$ cat config.mk
export PLATFORM = sky130hd
export DESIGN_NAME = scs_clock_select
export DESIGN_NICKNAME = d
export VERILOG_FILES = /design/src/include/scs_pkg.sv /design/src/hdl/scs_clock_select.sv
export VERILOG_INCLUDE_DIRS = /design/src /design/src/include
export SDC_FILE = /design/constraint.sdc
export NUM_CORES = 1
export LEC_CHECK = 0
export BUFFER_PORTS_ARGS = -buffer_cell sky130_fd_sc_hd__buf_2
export CORE_UTILIZATION = 59
export CTS_BUF_LIST = sky130_fd_sc_hd__clkbuf_8
export DETAILED_ROUTE_END_ITERATION = 8
export MAX_ROUTING_LAYER = met4
export PLACE_DENSITY = 0.87
export SYNTH_ARGS = -nofsm -noshare
export SYNTH_HDL_FRONTEND = slang
export SYNTH_SLANG_ARGS = --single-unit
$ cat constraint.sdc
create_clock -name clk -period 5.8 [get_ports clk]
set_clock_uncertainty 0.15 [all_clocks]
set_input_delay 0.29 -clock clk [delete_from_list [all_inputs] [get_ports clk]]
set_output_delay 0.29 -clock clk [all_outputs]
set_load 0.02 [all_outputs]
$ cat src/include/scs_params.svh
// Register offsets, field positions, reset values and timing counts for the clock source select
`ifndef SCS_PARAMS_SVH
`define SCS_PARAMS_SVH

// Register byte offsets
`define SCS_OFF_STATUS 12'h000
`define SCS_OFF_CTRL 12'h004
`define SCS_OFF_UNLOCK 12'h008
`define SCS_OFF_DIV 12'h00C
`define SCS_OFF_IRQ_STAT 12'h010
`define SCS_OFF_IRQ_MASK 12'h014
`define SCS_OFF_CONFIG 12'h018

// Status bit positions
`define SCS_ST_PLL 7
`define SCS_ST_LOW_POWER_RC_OSCILLATOR 5
`define SCS_ST_SOSC 4
`define SCS_ST_POSC 2
`define SCS_ST_DIVPLL 1
`define SCS_ST_FRC 0

// Control register fields
`define SCS_CTRL_SEL_LSB 0
`define SCS_CTRL_PLLSEL 4
`define SCS_CTRL_MODE_LSB 8
`define SCS_CTRL_PINFN 12
`define SCS_CTRL_SWITCH 16

// Unlock keys
`define SCS_KEY1 32'hAA99_6655
`define SCS_KEY2 32'h5566_99AA

// Erased default configuration
`define SCS_RST_SEL 3'h7
`define SCS_RST_MODE 2'h0

// Interrupt bit positions
`define SCS_IRQ_DONE 0
`define SCS_IRQ_LOCKERR 1

// Stabilisation time of the ready flags
`define SCS_STABLE_NS 400
`define SCS_CLK_NS 100
`define SCS_STABLE_CYC ((`SCS_STABLE_NS + `SCS_CLK_NS - 1) / `SCS_CLK_NS)

`endif

$ cat src/include/scs_pkg.sv
// Types for the clock source select block
`default_nettype none
package scs_pkg;
  typedef enum logic [2:0] {
    SCS_SRC_FRCDIV0 = 3'h0,
    SCS_SRC_PLL = 3'h1,
    SCS_SRC_POSC = 3'h2,
    SCS_SRC_RSV3 = 3'h3,
    SCS_SRC_SOSC = 3'h4,
    SCS_SRC_LOW_POWER_RC_OSCILLATOR = 3'h5,
    SCS_SRC_RSV6 = 3'h6,
    SCS_SRC_FAST_RC_POSTSCALED_MODE = 3'h7
  } scs_src_t;
  typedef enum logic [1:0] {
    SCS_MODE_EXT = 2'h0,
    SCS_MODE_RSV1 = 2'h1,
    SCS_MODE_XTAL = 2'h2,
    SCS_MODE_RSV3 = 2'h3
  } scs_mode_t;
  typedef enum {SCS_LK_LOCKED, SCS_LK_KEY1, SCS_LK_OPEN} scs_lock_t;
  typedef enum {SCS_SW_IDLE, SCS_SW_WAIT} scs_sw_t;
endpackage
`default_nettype wire

$ cat src/hdl/scs_clock_select.sv
// System clock source selection, divider, ready status and APB registers
`include "scs_params.svh"
`default_nettype none

// Functional notes
// - Status bit 7 shows PLL locked, whether or not the PLL is enabled, else zero.
// - Status bit 5 shows low-power RC stable, else zero.
// - Status bit 4 shows secondary oscillator stable, else zero.
// - Status bit 2 shows primary oscillator stable, else zero.
// - Status bit 1 shows divided PLL output ready, else zero.
// - Status bit 0 shows fast RC stable, else zero.
// - Status bits 31-8, 6 and 3 read as zero.
// - Control writes are locked until a two-word unlock sequence is written.
// - Source starts from configuration and software may switch it at runtime.
// - Selected clock may be divided by a four-bit divisor, at most 16.
// - Code 111/000 fast RC, 101 LOW_POWER_RC_OSCILLATOR, 100 secondary, 010 primary, 001 PLL.
// - PLL input is primary oscillator when select is 0, fast RC when 1.
// - Primary mode 10 means crystal, 00 means external clock input.
// - Erased configuration selects fast RC with postscaler.
// - Configuration bit gives the free second oscillator pin to bus clock or I/O.
// - No scaling beyond the programmed dividers and multipliers.
// - Divide code 0 passes the clock; code n divides by n plus one.
module scs_clock_select (
  input wire logic clk,
  input wire logic rst,
  input wire logic psel,
  input wire logic penable,
  input wire logic pwrite,
  input wire logic [11:0] paddr,
  input wire logic [31:0] pwdata,
  output logic [31:0] prdata,
  output logic pready,
  output logic pslverr,
  input wire scs_pkg::scs_src_t cfg_source_select_code,
  input wire scs_pkg::scs_mode_t cfg_primary_mode_field,
  input wire logic cfg_pll_input_select,
  input wire logic cfg_osc_pin_function_select,
  input wire logic cfg_erased,
  input wire logic fast_rc_oscillator,
  input wire logic low_power_rc_oscillator,
  input wire logic secondary_osc_clk,
  input wire logic primary_osc_clk,
  input wire logic pll_out_clk,
  input wire logic fast_rc_stable,
  input wire logic low_power_rc_stable,
  input wire logic secondary_osc_stable,
  input wire logic primary_osc_stable,
  input wire logic pll_locked,
  output logic system_clock,
  output logic [2:0] active_source,
  output logic pll_from_fast_rc,
  output logic primary_crystal_en,
  output logic primary_ext_clk_en,
  output logic pll_enable,
  output logic second_oscillator_pin_oe_n,
  output logic second_oscillator_pin_clk_sel,
  output logic irq
);
  import scs_pkg::*;

  // Ready flag of a source code; rdy is {divpll, pll, posc, sosc, low_power_rc_oscillator, frc}
  function automatic logic src_ready(input logic [2:0] code, input logic [5:0] rdy);
    unique case (code)
      3'h1: src_ready = rdy[5] & rdy[4];
      3'h2: src_ready = rdy[3];
      3'h4: src_ready = rdy[2];
      3'h5: src_ready = rdy[1];
      3'h3, 3'h6: src_ready = 1'b0;
      default: src_ready = rdy[0];
    endcase
  endfunction

  // Clock level of a source code; c is {pll, posc, sosc, low_power_rc_oscillator, frc}
  function automatic logic src_clk(input logic [2:0] code, input logic [4:0] c);
    unique case (code)
      3'h1: src_clk = c[4];
      3'h2: src_clk = c[3];
      3'h4: src_clk = c[2];
      3'h5: src_clk = c[1];
      default: src_clk = c[0];
    endcase
  endfunction

  // Synchronisers for asynchronous status and clock levels
  logic [9:0] sync1_ff;
  logic [9:0] sync2_ff;
  wire [9:0] raw_in = {pll_out_clk, primary_osc_clk, secondary_osc_clk, low_power_rc_oscillator,
    fast_rc_oscillator, pll_locked, primary_osc_stable, secondary_osc_stable,
    low_power_rc_stable, fast_rc_stable};
  always_ff @(posedge clk) begin
    sync1_ff <= rst ? 10'h000 : raw_in;
    sync2_ff <= rst ? 10'h000 : sync1_ff;
  end

  // Stability filters: a flag reports ready only after holding steady
  logic [4:0] stable_ff;
  logic [2:0] cnt_ff [5];
  logic [4:0] nxt_stable;
  always_comb begin
    for (int i = 0; i < 5; i++) begin
      nxt_stable[i] = sync2_ff[i] && (cnt_ff[i] == 3'(`SCS_STABLE_CYC - 1));
    end
  end
  always_ff @(posedge clk) begin
    for (int i = 0; i < 5; i++) begin
      if (rst || !sync2_ff[i]) begin
        cnt_ff[i] <= 3'h0;
      end else if (cnt_ff[i] != 3'(`SCS_STABLE_CYC - 1)) begin
        cnt_ff[i] <= cnt_ff[i] + 3'h1;
      end
      stable_ff[i] <= rst ? 1'b0 : (nxt_stable[i] | (stable_ff[i] & sync2_ff[i]));
    end
  end

  // Registers
  logic [2:0] sel_ff;
  logic [2:0] req_sel_ff;
  logic pllsel_ff;
  logic [1:0] mode_ff;
  logic pinfn_ff;
  logic [3:0] div_ff;
  logic [1:0] irq_stat_ff;
  logic [1:0] irq_mask_ff;
  logic cfg_loaded_ff;
  logic divpll_ff;
  scs_lock_t lock_ff;
  scs_sw_t sw_ff;

  // APB decode
  wire wr_en = psel && penable && pwrite;
  wire rd_en = psel && penable && !pwrite;
  wire hit_status = paddr == `SCS_OFF_STATUS;
  wire hit_ctrl = paddr == `SCS_OFF_CTRL;
  wire hit_unlock = paddr == `SCS_OFF_UNLOCK;
  wire hit_div = paddr == `SCS_OFF_DIV;
  wire hit_istat = paddr == `SCS_OFF_IRQ_STAT;
  wire hit_imask = paddr == `SCS_OFF_IRQ_MASK;
  wire hit_cfg = paddr == `SCS_OFF_CONFIG;
  wire hit_any = hit_status | hit_ctrl | hit_unlock | hit_div | hit_istat | hit_imask | hit_cfg;
  assign pready = 1'b1;
  assign pslverr = psel && penable && !hit_any;

  // Status word: unimplemented bits tie to zero
  wire [5:0] rdy_vec = {divpll_ff, stable_ff[4], stable_ff[3], stable_ff[2], stable_ff[1],
    stable_ff[0]};
  wire [31:0] status_word = {24'h00_0000,
    stable_ff[4],
    1'b0,
    stable_ff[1],
    stable_ff[2],
    1'b0,
    stable_ff[3],
    divpll_ff,
    stable_ff[0]};

  // Unlock sequence and control write gate
  wire ctrl_wr = wr_en && hit_ctrl;
  wire ctrl_ok = ctrl_wr && (lock_ff == SCS_LK_OPEN);
  wire lock_err = ctrl_wr && (lock_ff != SCS_LK_OPEN);
  always_ff @(posedge clk) begin
    if (rst) begin
      lock_ff <= SCS_LK_LOCKED;
    end else if (wr_en && hit_unlock) begin
      unique case (lock_ff)
        SCS_LK_LOCKED: lock_ff <= (pwdata == `SCS_KEY1) ? SCS_LK_KEY1 : SCS_LK_LOCKED;
        SCS_LK_KEY1: lock_ff <= (pwdata == `SCS_KEY2) ? SCS_LK_OPEN : SCS_LK_LOCKED;
        SCS_LK_OPEN: lock_ff <= (pwdata == `SCS_KEY1) ? SCS_LK_KEY1 : SCS_LK_LOCKED;
      endcase
    end else if (ctrl_wr) begin
      lock_ff <= SCS_LK_LOCKED;
    end
  end

  // Switch request: captured, then committed once the target is ready
  wire [2:0] cfg_sel = cfg_erased ? `SCS_RST_SEL : cfg_source_select_code;
  wire req_switch = ctrl_ok && pwdata[`SCS_CTRL_SWITCH];
  wire [2:0] new_sel = pwdata[`SCS_CTRL_SEL_LSB +: 3];
  wire tgt_ready = src_ready(req_sel_ff, rdy_vec);
  wire sw_done = (sw_ff == SCS_SW_WAIT) && tgt_ready;
  always_ff @(posedge clk) begin
    if (rst) begin
      cfg_loaded_ff <= 1'b0;
      sel_ff <= `SCS_RST_SEL;
      req_sel_ff <= `SCS_RST_SEL;
      pllsel_ff <= 1'b0;
      mode_ff <= `SCS_RST_MODE;
      pinfn_ff <= 1'b0;
      sw_ff <= SCS_SW_IDLE;
    end else if (!cfg_loaded_ff) begin
      cfg_loaded_ff <= 1'b1;
      sel_ff <= cfg_sel;
      req_sel_ff <= cfg_sel;
      pllsel_ff <= cfg_erased ? 1'b0 : cfg_pll_input_select;
      mode_ff <= cfg_erased ? `SCS_RST_MODE : cfg_primary_mode_field;
      pinfn_ff <= cfg_erased ? 1'b0 : cfg_osc_pin_function_select;
    end else if (req_switch) begin
      req_sel_ff <= new_sel;
      pllsel_ff <= pwdata[`SCS_CTRL_PLLSEL];
      mode_ff <= pwdata[`SCS_CTRL_MODE_LSB +: 2];
      pinfn_ff <= pwdata[`SCS_CTRL_PINFN];
      sw_ff <= SCS_SW_WAIT;
    end else if (sw_done) begin
      sel_ff <= req_sel_ff;
      sw_ff <= SCS_SW_IDLE;
    end
  end

  // Divider and interrupt registers
  always_ff @(posedge clk) begin
    if (rst) begin
      div_ff <= 4'h0;
      irq_mask_ff <= 2'h0;
      irq_stat_ff <= 2'h0;
    end else begin
      if (wr_en && hit_div) begin
        div_ff <= pwdata[3:0];
      end
      if (wr_en && hit_imask) begin
        irq_mask_ff <= pwdata[1:0];
      end
      irq_stat_ff <= (irq_stat_ff & ~((wr_en && hit_istat) ? pwdata[1:0] : 2'h0))
        | {lock_err, sw_done};
    end
  end
  assign irq = |(irq_stat_ff & irq_mask_ff);

  // Primary mode and PLL feed decode
  wire use_pll = sel_ff == 3'h1 || req_sel_ff == 3'h1;
  wire use_posc = (sel_ff == 3'h2) || (use_pll && !pllsel_ff);
  assign primary_crystal_en = use_posc && mode_ff == 2'h2;
  assign primary_ext_clk_en = use_posc && mode_ff == 2'h0;
  assign pll_enable = use_pll;
  assign pll_from_fast_rc = pllsel_ff;
  assign active_source = sel_ff;

  // Second oscillator pin is free unless crystal mode uses it
  assign second_oscillator_pin_oe_n = primary_crystal_en || !pinfn_ff;
  assign second_oscillator_pin_clk_sel = !primary_crystal_en && pinfn_ff;

  // Divided PLL ready follows lock while the PLL is selected or requested and its input is stable
  always_ff @(posedge clk) begin
    divpll_ff <= rst ? 1'b0 : (stable_ff[4] && use_pll && (pllsel_ff ? stable_ff[0]
      : stable_ff[3]));
  end

  // Clock mux and divider: divide code n gives n plus one
  wire sel_clk = src_clk(sel_ff, sync2_ff[9:5]);
  logic sel_clk_d_ff;
  logic [3:0] div_cnt_ff;
  logic sys_ff;
  wire rise = sel_clk && !sel_clk_d_ff;
  always_ff @(posedge clk) begin
    if (rst) begin
      sel_clk_d_ff <= 1'b0;
      div_cnt_ff <= 4'h0;
      sys_ff <= 1'b0;
    end else begin
      sel_clk_d_ff <= sel_clk;
      if (div_ff == 4'h0) begin
        sys_ff <= sel_clk;
      end else if (rise) begin
        div_cnt_ff <= (div_cnt_ff >= div_ff) ? 4'h0 : div_cnt_ff + 4'h1;
        sys_ff <= div_cnt_ff == 4'h0;
      end
    end
  end
  assign system_clock = sys_ff;

  // Read mux
  wire [31:0] ctrl_word = {15'h0000, sw_ff == SCS_SW_WAIT, 3'h0, pinfn_ff, 2'h0, mode_ff,
    3'h0, pllsel_ff, 1'b0, sel_ff};
  wire [31:0] rd_word = hit_status ? status_word :
    hit_ctrl ? ctrl_word :
    hit_unlock ? {30'h0000_0000, lock_ff == SCS_LK_OPEN, lock_ff == SCS_LK_KEY1} :
    hit_div ? {28'h000_0000, div_ff} :
    hit_istat ? {30'h0000_0000, irq_stat_ff} :
    hit_imask ? {30'h0000_0000, irq_mask_ff} :
    hit_cfg ? {27'h000_0000, cfg_erased, cfg_osc_pin_function_select, cfg_source_select_code} :
    32'h0000_0000;
  always_ff @(posedge clk) begin
    prdata <= rst ? 32'h0000_0000 : ((psel && !penable && !pwrite) ? rd_word : prdata);
  end
endmodule
`default_nettype wire

* Word-level counts from Yosys, hierarchy flattened
Memories as Yosys holds them, arrays and structs flattened.
Cells that the tools add are included.
** Word-level totals
- Bits in registers :: 147
- Memory bits (writable) :: 15
- Bits of input ports :: 67
- Output and inout bits :: 45
- Word-level logic and storage cells :: 219
- Memories kept :: 1
** Memory list
- cnt_ff :: words 5, width 3, read ports 5, clocked after Yosys merged registers in 0, write ports 5, line scs_clock_select.sv:97 : logic [2:0] cnt_ff [5];
** Cells by class
- $add $sub $neg :: 6
- $lt $le $gt $ge :: 1
- Equal/unequal tests :: 38
- Muxes and demuxes :: 67
- Bitwise gates (word level) :: 27
- Reduce and logical (&&, ||, !) cells :: 60
** Operators by type and width (count)
- two-way mux 32 bit :: 4
- == test 32 x 2 -> 1 bit, second input constant :: 3
- case mux 32 bit (2 select lines) :: 1
- == test 12 x 5 -> 1 bit, second input constant :: 3
- two-way mux 1 bit :: 36
- two-way mux 17 bit :: 2
- two-way mux 3 bit :: 11
- == test 32 x 1 -> 1 bit, second input constant :: 1
- == test 32 x 3 -> 1 bit, second input constant :: 1
- == test 32 x 31 -> 1 bit, second input constant :: 1
- == test 32 bit, second input constant :: 1
- logical NOT 32 bit :: 1
- inequality test 32 x 3 -> 1 bit, second input constant :: 1
- logical AND 1 bit :: 26
- two-way mux 5 bit :: 5
- == test 12 x 4 -> 1 bit, second input constant :: 2
- == test 3 x 2 -> 1 bit, second input constant :: 8
- bitwise OR 1 bit :: 16
- adder 3 x 1 -> 3 bit, second input constant :: 5
- == test 3 bit, second input constant :: 5
- inequality test 3 x 2 -> 1 bit, second input constant :: 5
- == test 12 x 3 -> 1 bit, second input constant :: 1
- logical NOT 1 bit :: 12
- logical NOT 12 bit :: 1
- other kinds (21) :: 47

* Depth between registers and ports, before layout
- Depth after elaboration :: 9
- Mapped depth :: 7
- Gate-level depth less buffers :: 7

* Worst setup path before layout
OpenSTA, ideal clock, no wires.
- Path kind :: input to register
- From :: input port paddr[7]
- To :: register req_sel_ff[0]
- Library setup time :: 0.120 ns
- Arrival time :: 1.780 ns
- Required time :: 5.530 ns
- Slack :: 3.751 ns
- Stages :: 6
- Buffers on the path :: 1
- Cell sequence :: nor4_1 > and4_4 > and4_4 > buf_6 > mux2_4 > a211o_1
** Between the ends
- Word-level cells in the longest chain between the ends :: 5
** Ends and longest elaborated chain
- from (decl) :: line scs_clock_select.sv:29 : input wire logic [11:0] paddr,
- == test 12 x 3 -> 1 bit (no line)
- logical AND 1 bit :: line scs_clock_select.sv:157 : wire ctrl_wr = wr_en && hit_ctrl;
- logical AND 1 bit :: line scs_clock_select.sv:158 : wire ctrl_ok = ctrl_wr && (lock_ff == SCS_LK_OPEN);
- logical AND 1 bit :: line scs_clock_select.sv:176 : wire req_switch = ctrl_ok && pwdata[`SCS_CTRL_SWITCH];
- inequality test 2 x 1 -> 1 bit (no line)
- to (signal assigned) :: line scs_clock_select.sv:184 : req_sel_ff <= `SCS_RST_SEL;
- to (signal assigned) :: line scs_clock_select.sv:192 : req_sel_ff <= cfg_sel;
- to (signal assigned) :: line scs_clock_select.sv:197 : req_sel_ff <= new_sel;
- to (decl) :: line scs_clock_select.sv:117 : logic [2:0] req_sel_ff;
Every way passes these cells.
A chain may end at the register's enable or synchronous reset.

* Final worst setup path
- From :: register sel_ff[0], in the netlist active_source[0]
- To :: output port second_oscillator_pin_clk_sel
** Between the ends
- Word-level cells in the longest chain between the ends :: 7
- Elaborated cells on any way between the ends :: 8
- Those cells by class :: eq/ne: 2; reduce/logical: 6
** Ends and longest elaborated chain
- from (decl) :: line scs_clock_select.sv:116 : logic [2:0] sel_ff;
- from (signal assigned) :: line scs_clock_select.sv:183 : sel_ff <= `SCS_RST_SEL;
- from (signal assigned) :: line scs_clock_select.sv:191 : sel_ff <= cfg_sel;
- from (signal assigned) :: line scs_clock_select.sv:203 : sel_ff <= req_sel_ff;
- == test 3 x 1 -> 1 bit :: line scs_clock_select.sv:228 : wire use_pll = sel_ff == 3'h1 || req_sel_ff == 3'h1;
- logical OR 1 bit :: line scs_clock_select.sv:228
- logical AND 1 bit :: line scs_clock_select.sv:229 : wire use_posc = (sel_ff == 3'h2) || (use_pll && !pllsel_ff);
- logical OR 1 bit (*) :: line scs_clock_select.sv:229
- logical AND 1 bit (*) :: line scs_clock_select.sv:230 : assign primary_crystal_en = use_posc && mode_ff == 2'h2;
- logical NOT 1 bit (*) :: line scs_clock_select.sv:238 : assign second_oscillator_pin_clk_sel = !primary_crystal_en && pinfn_ff;
- logical AND 1 bit (*) :: line scs_clock_select.sv:238
- to (decl) :: line scs_clock_select.sv:56 : output logic second_oscillator_pin_clk_sel,
Mark *: on every way between the ends. The rest lies on a longest branch, timed or not.

==> results.md <==
- Commonest cells in the netlist: dfxtp_1 (65), nor2_1 (39), nand2_1 (31)
- Filler cells: 530
- Avg Cell Area, Syn: 9.17 sq um
- Post-layout util: 70.1%
- Top-count cell post-synth: dfxtp_1
- Fin Setup TNS: 0 ps
- Hold WC Path Type: input port to flip-flop
- Peak VDD IR: 0.148 mV
- Nets: 616
- Rows: 30
- Full die area: 0.00736 sq mm
- IO Count: 112
- Top FF cell, synth: dfxtp_1
- Dpl hpwl: 6860 um
- PwrDens: 229 mW/mm^2
- Top cell type's share of synthesized area: 31.4%
- Hold path cells: 2
- Worst path cell trace: nor3b_1 -> o21bai_1 -> a21oi_1 -> nand2_1 -> and2_1 -> buf_2
- Ant. Diodes: 0
- H-tree levels: 3
- Vias in the first global route: 3314
- Longest Clk Path Bufs: 2
- FFs w/ async S/R, synth: 0%
- Worst Path Buf+Inv: 1
- Final setup vio count: 0
- R2R setup slack: 3570 ps
- WHS: 1.95 ps
- Hold wc startpoint: secondary_osc_stable
- Final worst path period need: 2350 ps
- Port buffer count: 89
- Max-slew violation count: 0
- Synth Instances: 452
- Synth cell types: 60
- Initial core utilization: 61.0%
- Layout area overhead: 15.0%
- Reg2reg start: active_source[1]
- Initial drt markers: 222
- Vias: 3565
- Core area: 0.00679 sq mm
- Reg clk slew, reported paths: 90 ps
- # clock sinks: 80
- Wirelength per Cell: 14.9 um
- First-pass GRT wire length: 15100 um
- Rel. slew slack: 33.7%
- CP max stage delay: 530 ps
- Critical Path AT: 1910 ps
- Tcrit/Tclk final: 40.4%
- Critical path class: flip-flop to output pin
- Hold Path Sink: sync1_ff[2]
- Grt total ovfl: 0
- CTS Buf Count: 9
- Hold Vio Cnt, Final: 0
- CTS resizes: 0
- Initial antenna violation count: 0
- CP startpoint kind: flip-flop
- Die H: 85.8 um
- Largest delay contributor family on the critical path: simple AND/OR/NAND/NOR gates
- Share of cells above drive strength 1: 22.3%
- Yosys top cell by area: dfxtp_1
- Slew @ Worst Pin: 994 ps
- R2R depth: 5
- Yosys synthesis warning count: 0
- Width of the die: 85.8 um
- Slowest CP cell: dfxtp_1
- Max-cap viol count: 0
- Post-Route WL: 9450 um
- Pwr Total: 1090 uW
- Unrepaired setup endpoints after global routing: false
- Worst-skew pair later-pin latency: 350 ps
- FF+latch count, synth: 80
- RR Endpoint: div_cnt_ff[1]
- GP Congestion: 0.862
- Global Route Usage Sum: 27.1%
- Largest net degree at the start of global routing: 58
- Synth area leaders: dfxtp_1 (31%), edfxtp_1 (11%), ha_1 (4.8%)
- ANT nets after route: 0
- Post-Synthesis Cell Area: 0.00414 sq mm
- Post-synth EDFFs: 15
- Register area: 0.00175 sq mm
- Area occupied by multi-input gates: 0.00210 sq mm
- DRT Pass-1 Iters: 5
- Outcome: finished clean
- Static leakage: 0.00195 uW
- CTS tree: built
- Vias per cell: 5.62
- CP max FO: 9
- DRC viols: 0
- Root Buffer Master: clkbuf_8
- F_max: 426 MHz
- Dpl cells: 609
- CP required: 5360 ps
- Register area share after synthesis: 42.3%
- Non-Filler Instances: 634
- Crit. End Element: output pin
-- sequential cells by signal, indices dropped and copies added, names as in the netlist, 2 cells and up --
register       flops
active_source      3
cnt_ff            15
div_cnt_ff         4
div_ff             4
irq_mask_ff        2
irq_stat_ff        2
lock_ff            2
mode_ff            2
prdata            11
req_sel_ff         3
stable_ff          5
sync1_ff          10
sync2_ff          10
-- worst max path at each step --
stage                     startpoint                       endpoint  slack [ps]  cells after the start
detailed placement               rst                   system_clock        3270                      5
global route        active_source[0]  second_oscillator_pin_clk_sel        3310                      6
finish              active_source[0]  second_oscillator_pin_clk_sel        3450                      6
global placement                 rst                   system_clock        3340                      5
CTS                 active_source[0]  second_oscillator_pin_clk_sel        3460                      6
floorplan                   paddr[7]                  req_sel_ff[0]        3750                      6
-- per-layer routing --
| metal | share of wire, % | GRT usage, % |
|---|---|---|
| met4 | 2.2 | 12.0 |
| met1 | 42 | 33.7 |
| met3 | 6.8 | 4.14 |
| met5 | 0 | - |
| met2 | 49 | 43.9 |
-- layout by cell type (no fill, tap or decap), drive strengths merged, types with 6 or more instances in the layout --
master / n
nand2: 31
nand4: 6
mux2i: 15
dfxtp: 65
nor4bb: 10
buf: 89
a22oi: 7
a21oi: 14
nor2b: 29
conb: 22
ha: 16
nor2: 39
o21ai: 10
or3: 7
mux2: 6
dlygate4sd3: 9
nor3b: 11
edfxtp: 15
nor3: 17
inv: 23
clkbuf: 10
nor4: 7
nand3: 24
-- cell type report --
type                            instances  share of cell area, %
Multi-Input combinational cell        325                   44.1
Sequential cell                        80                   36.8
Timing Repair Buffer                   98                   11.2
Clock buffer                           10                   2.89
Tap cell                               96                   2.52
Inverter                               19                   1.50
Clock inverter                          6                  0.998
-- stage by stage --
stage / area (sq um) / setup WS [ps]
finish: 4760 / 3450
global route: 4760 / 3310
CTS: 4760 / 3460
detailed placement: 4490 / 3270
global placement: 4490 / 3340
floorplan: 4220 / 3750
-- logic make-up after synthesis --
logic type                 share of synthesized area [%]
and+or+nand+nor                                     27.9
xor gates and xnor gates                           0.211
DFF                                                 42.3
other                                              0.181
adders and majority gates                           4.83
AOI/OAI and AO/OA                                   10.1
buffers and inverters                               8.88
muxes                                               5.53
-- power by group --
part           switching (uW)  internal [uW]
clock                     217            172
sequential               13.1            576
combinational            66.6           48.3
-- what timing repair did --
item	CTS	global route
endpoints found under the hold margin	9	0
setup buffers	0	0
hold buffers	9	0
(Power assumes the default switching activity.)
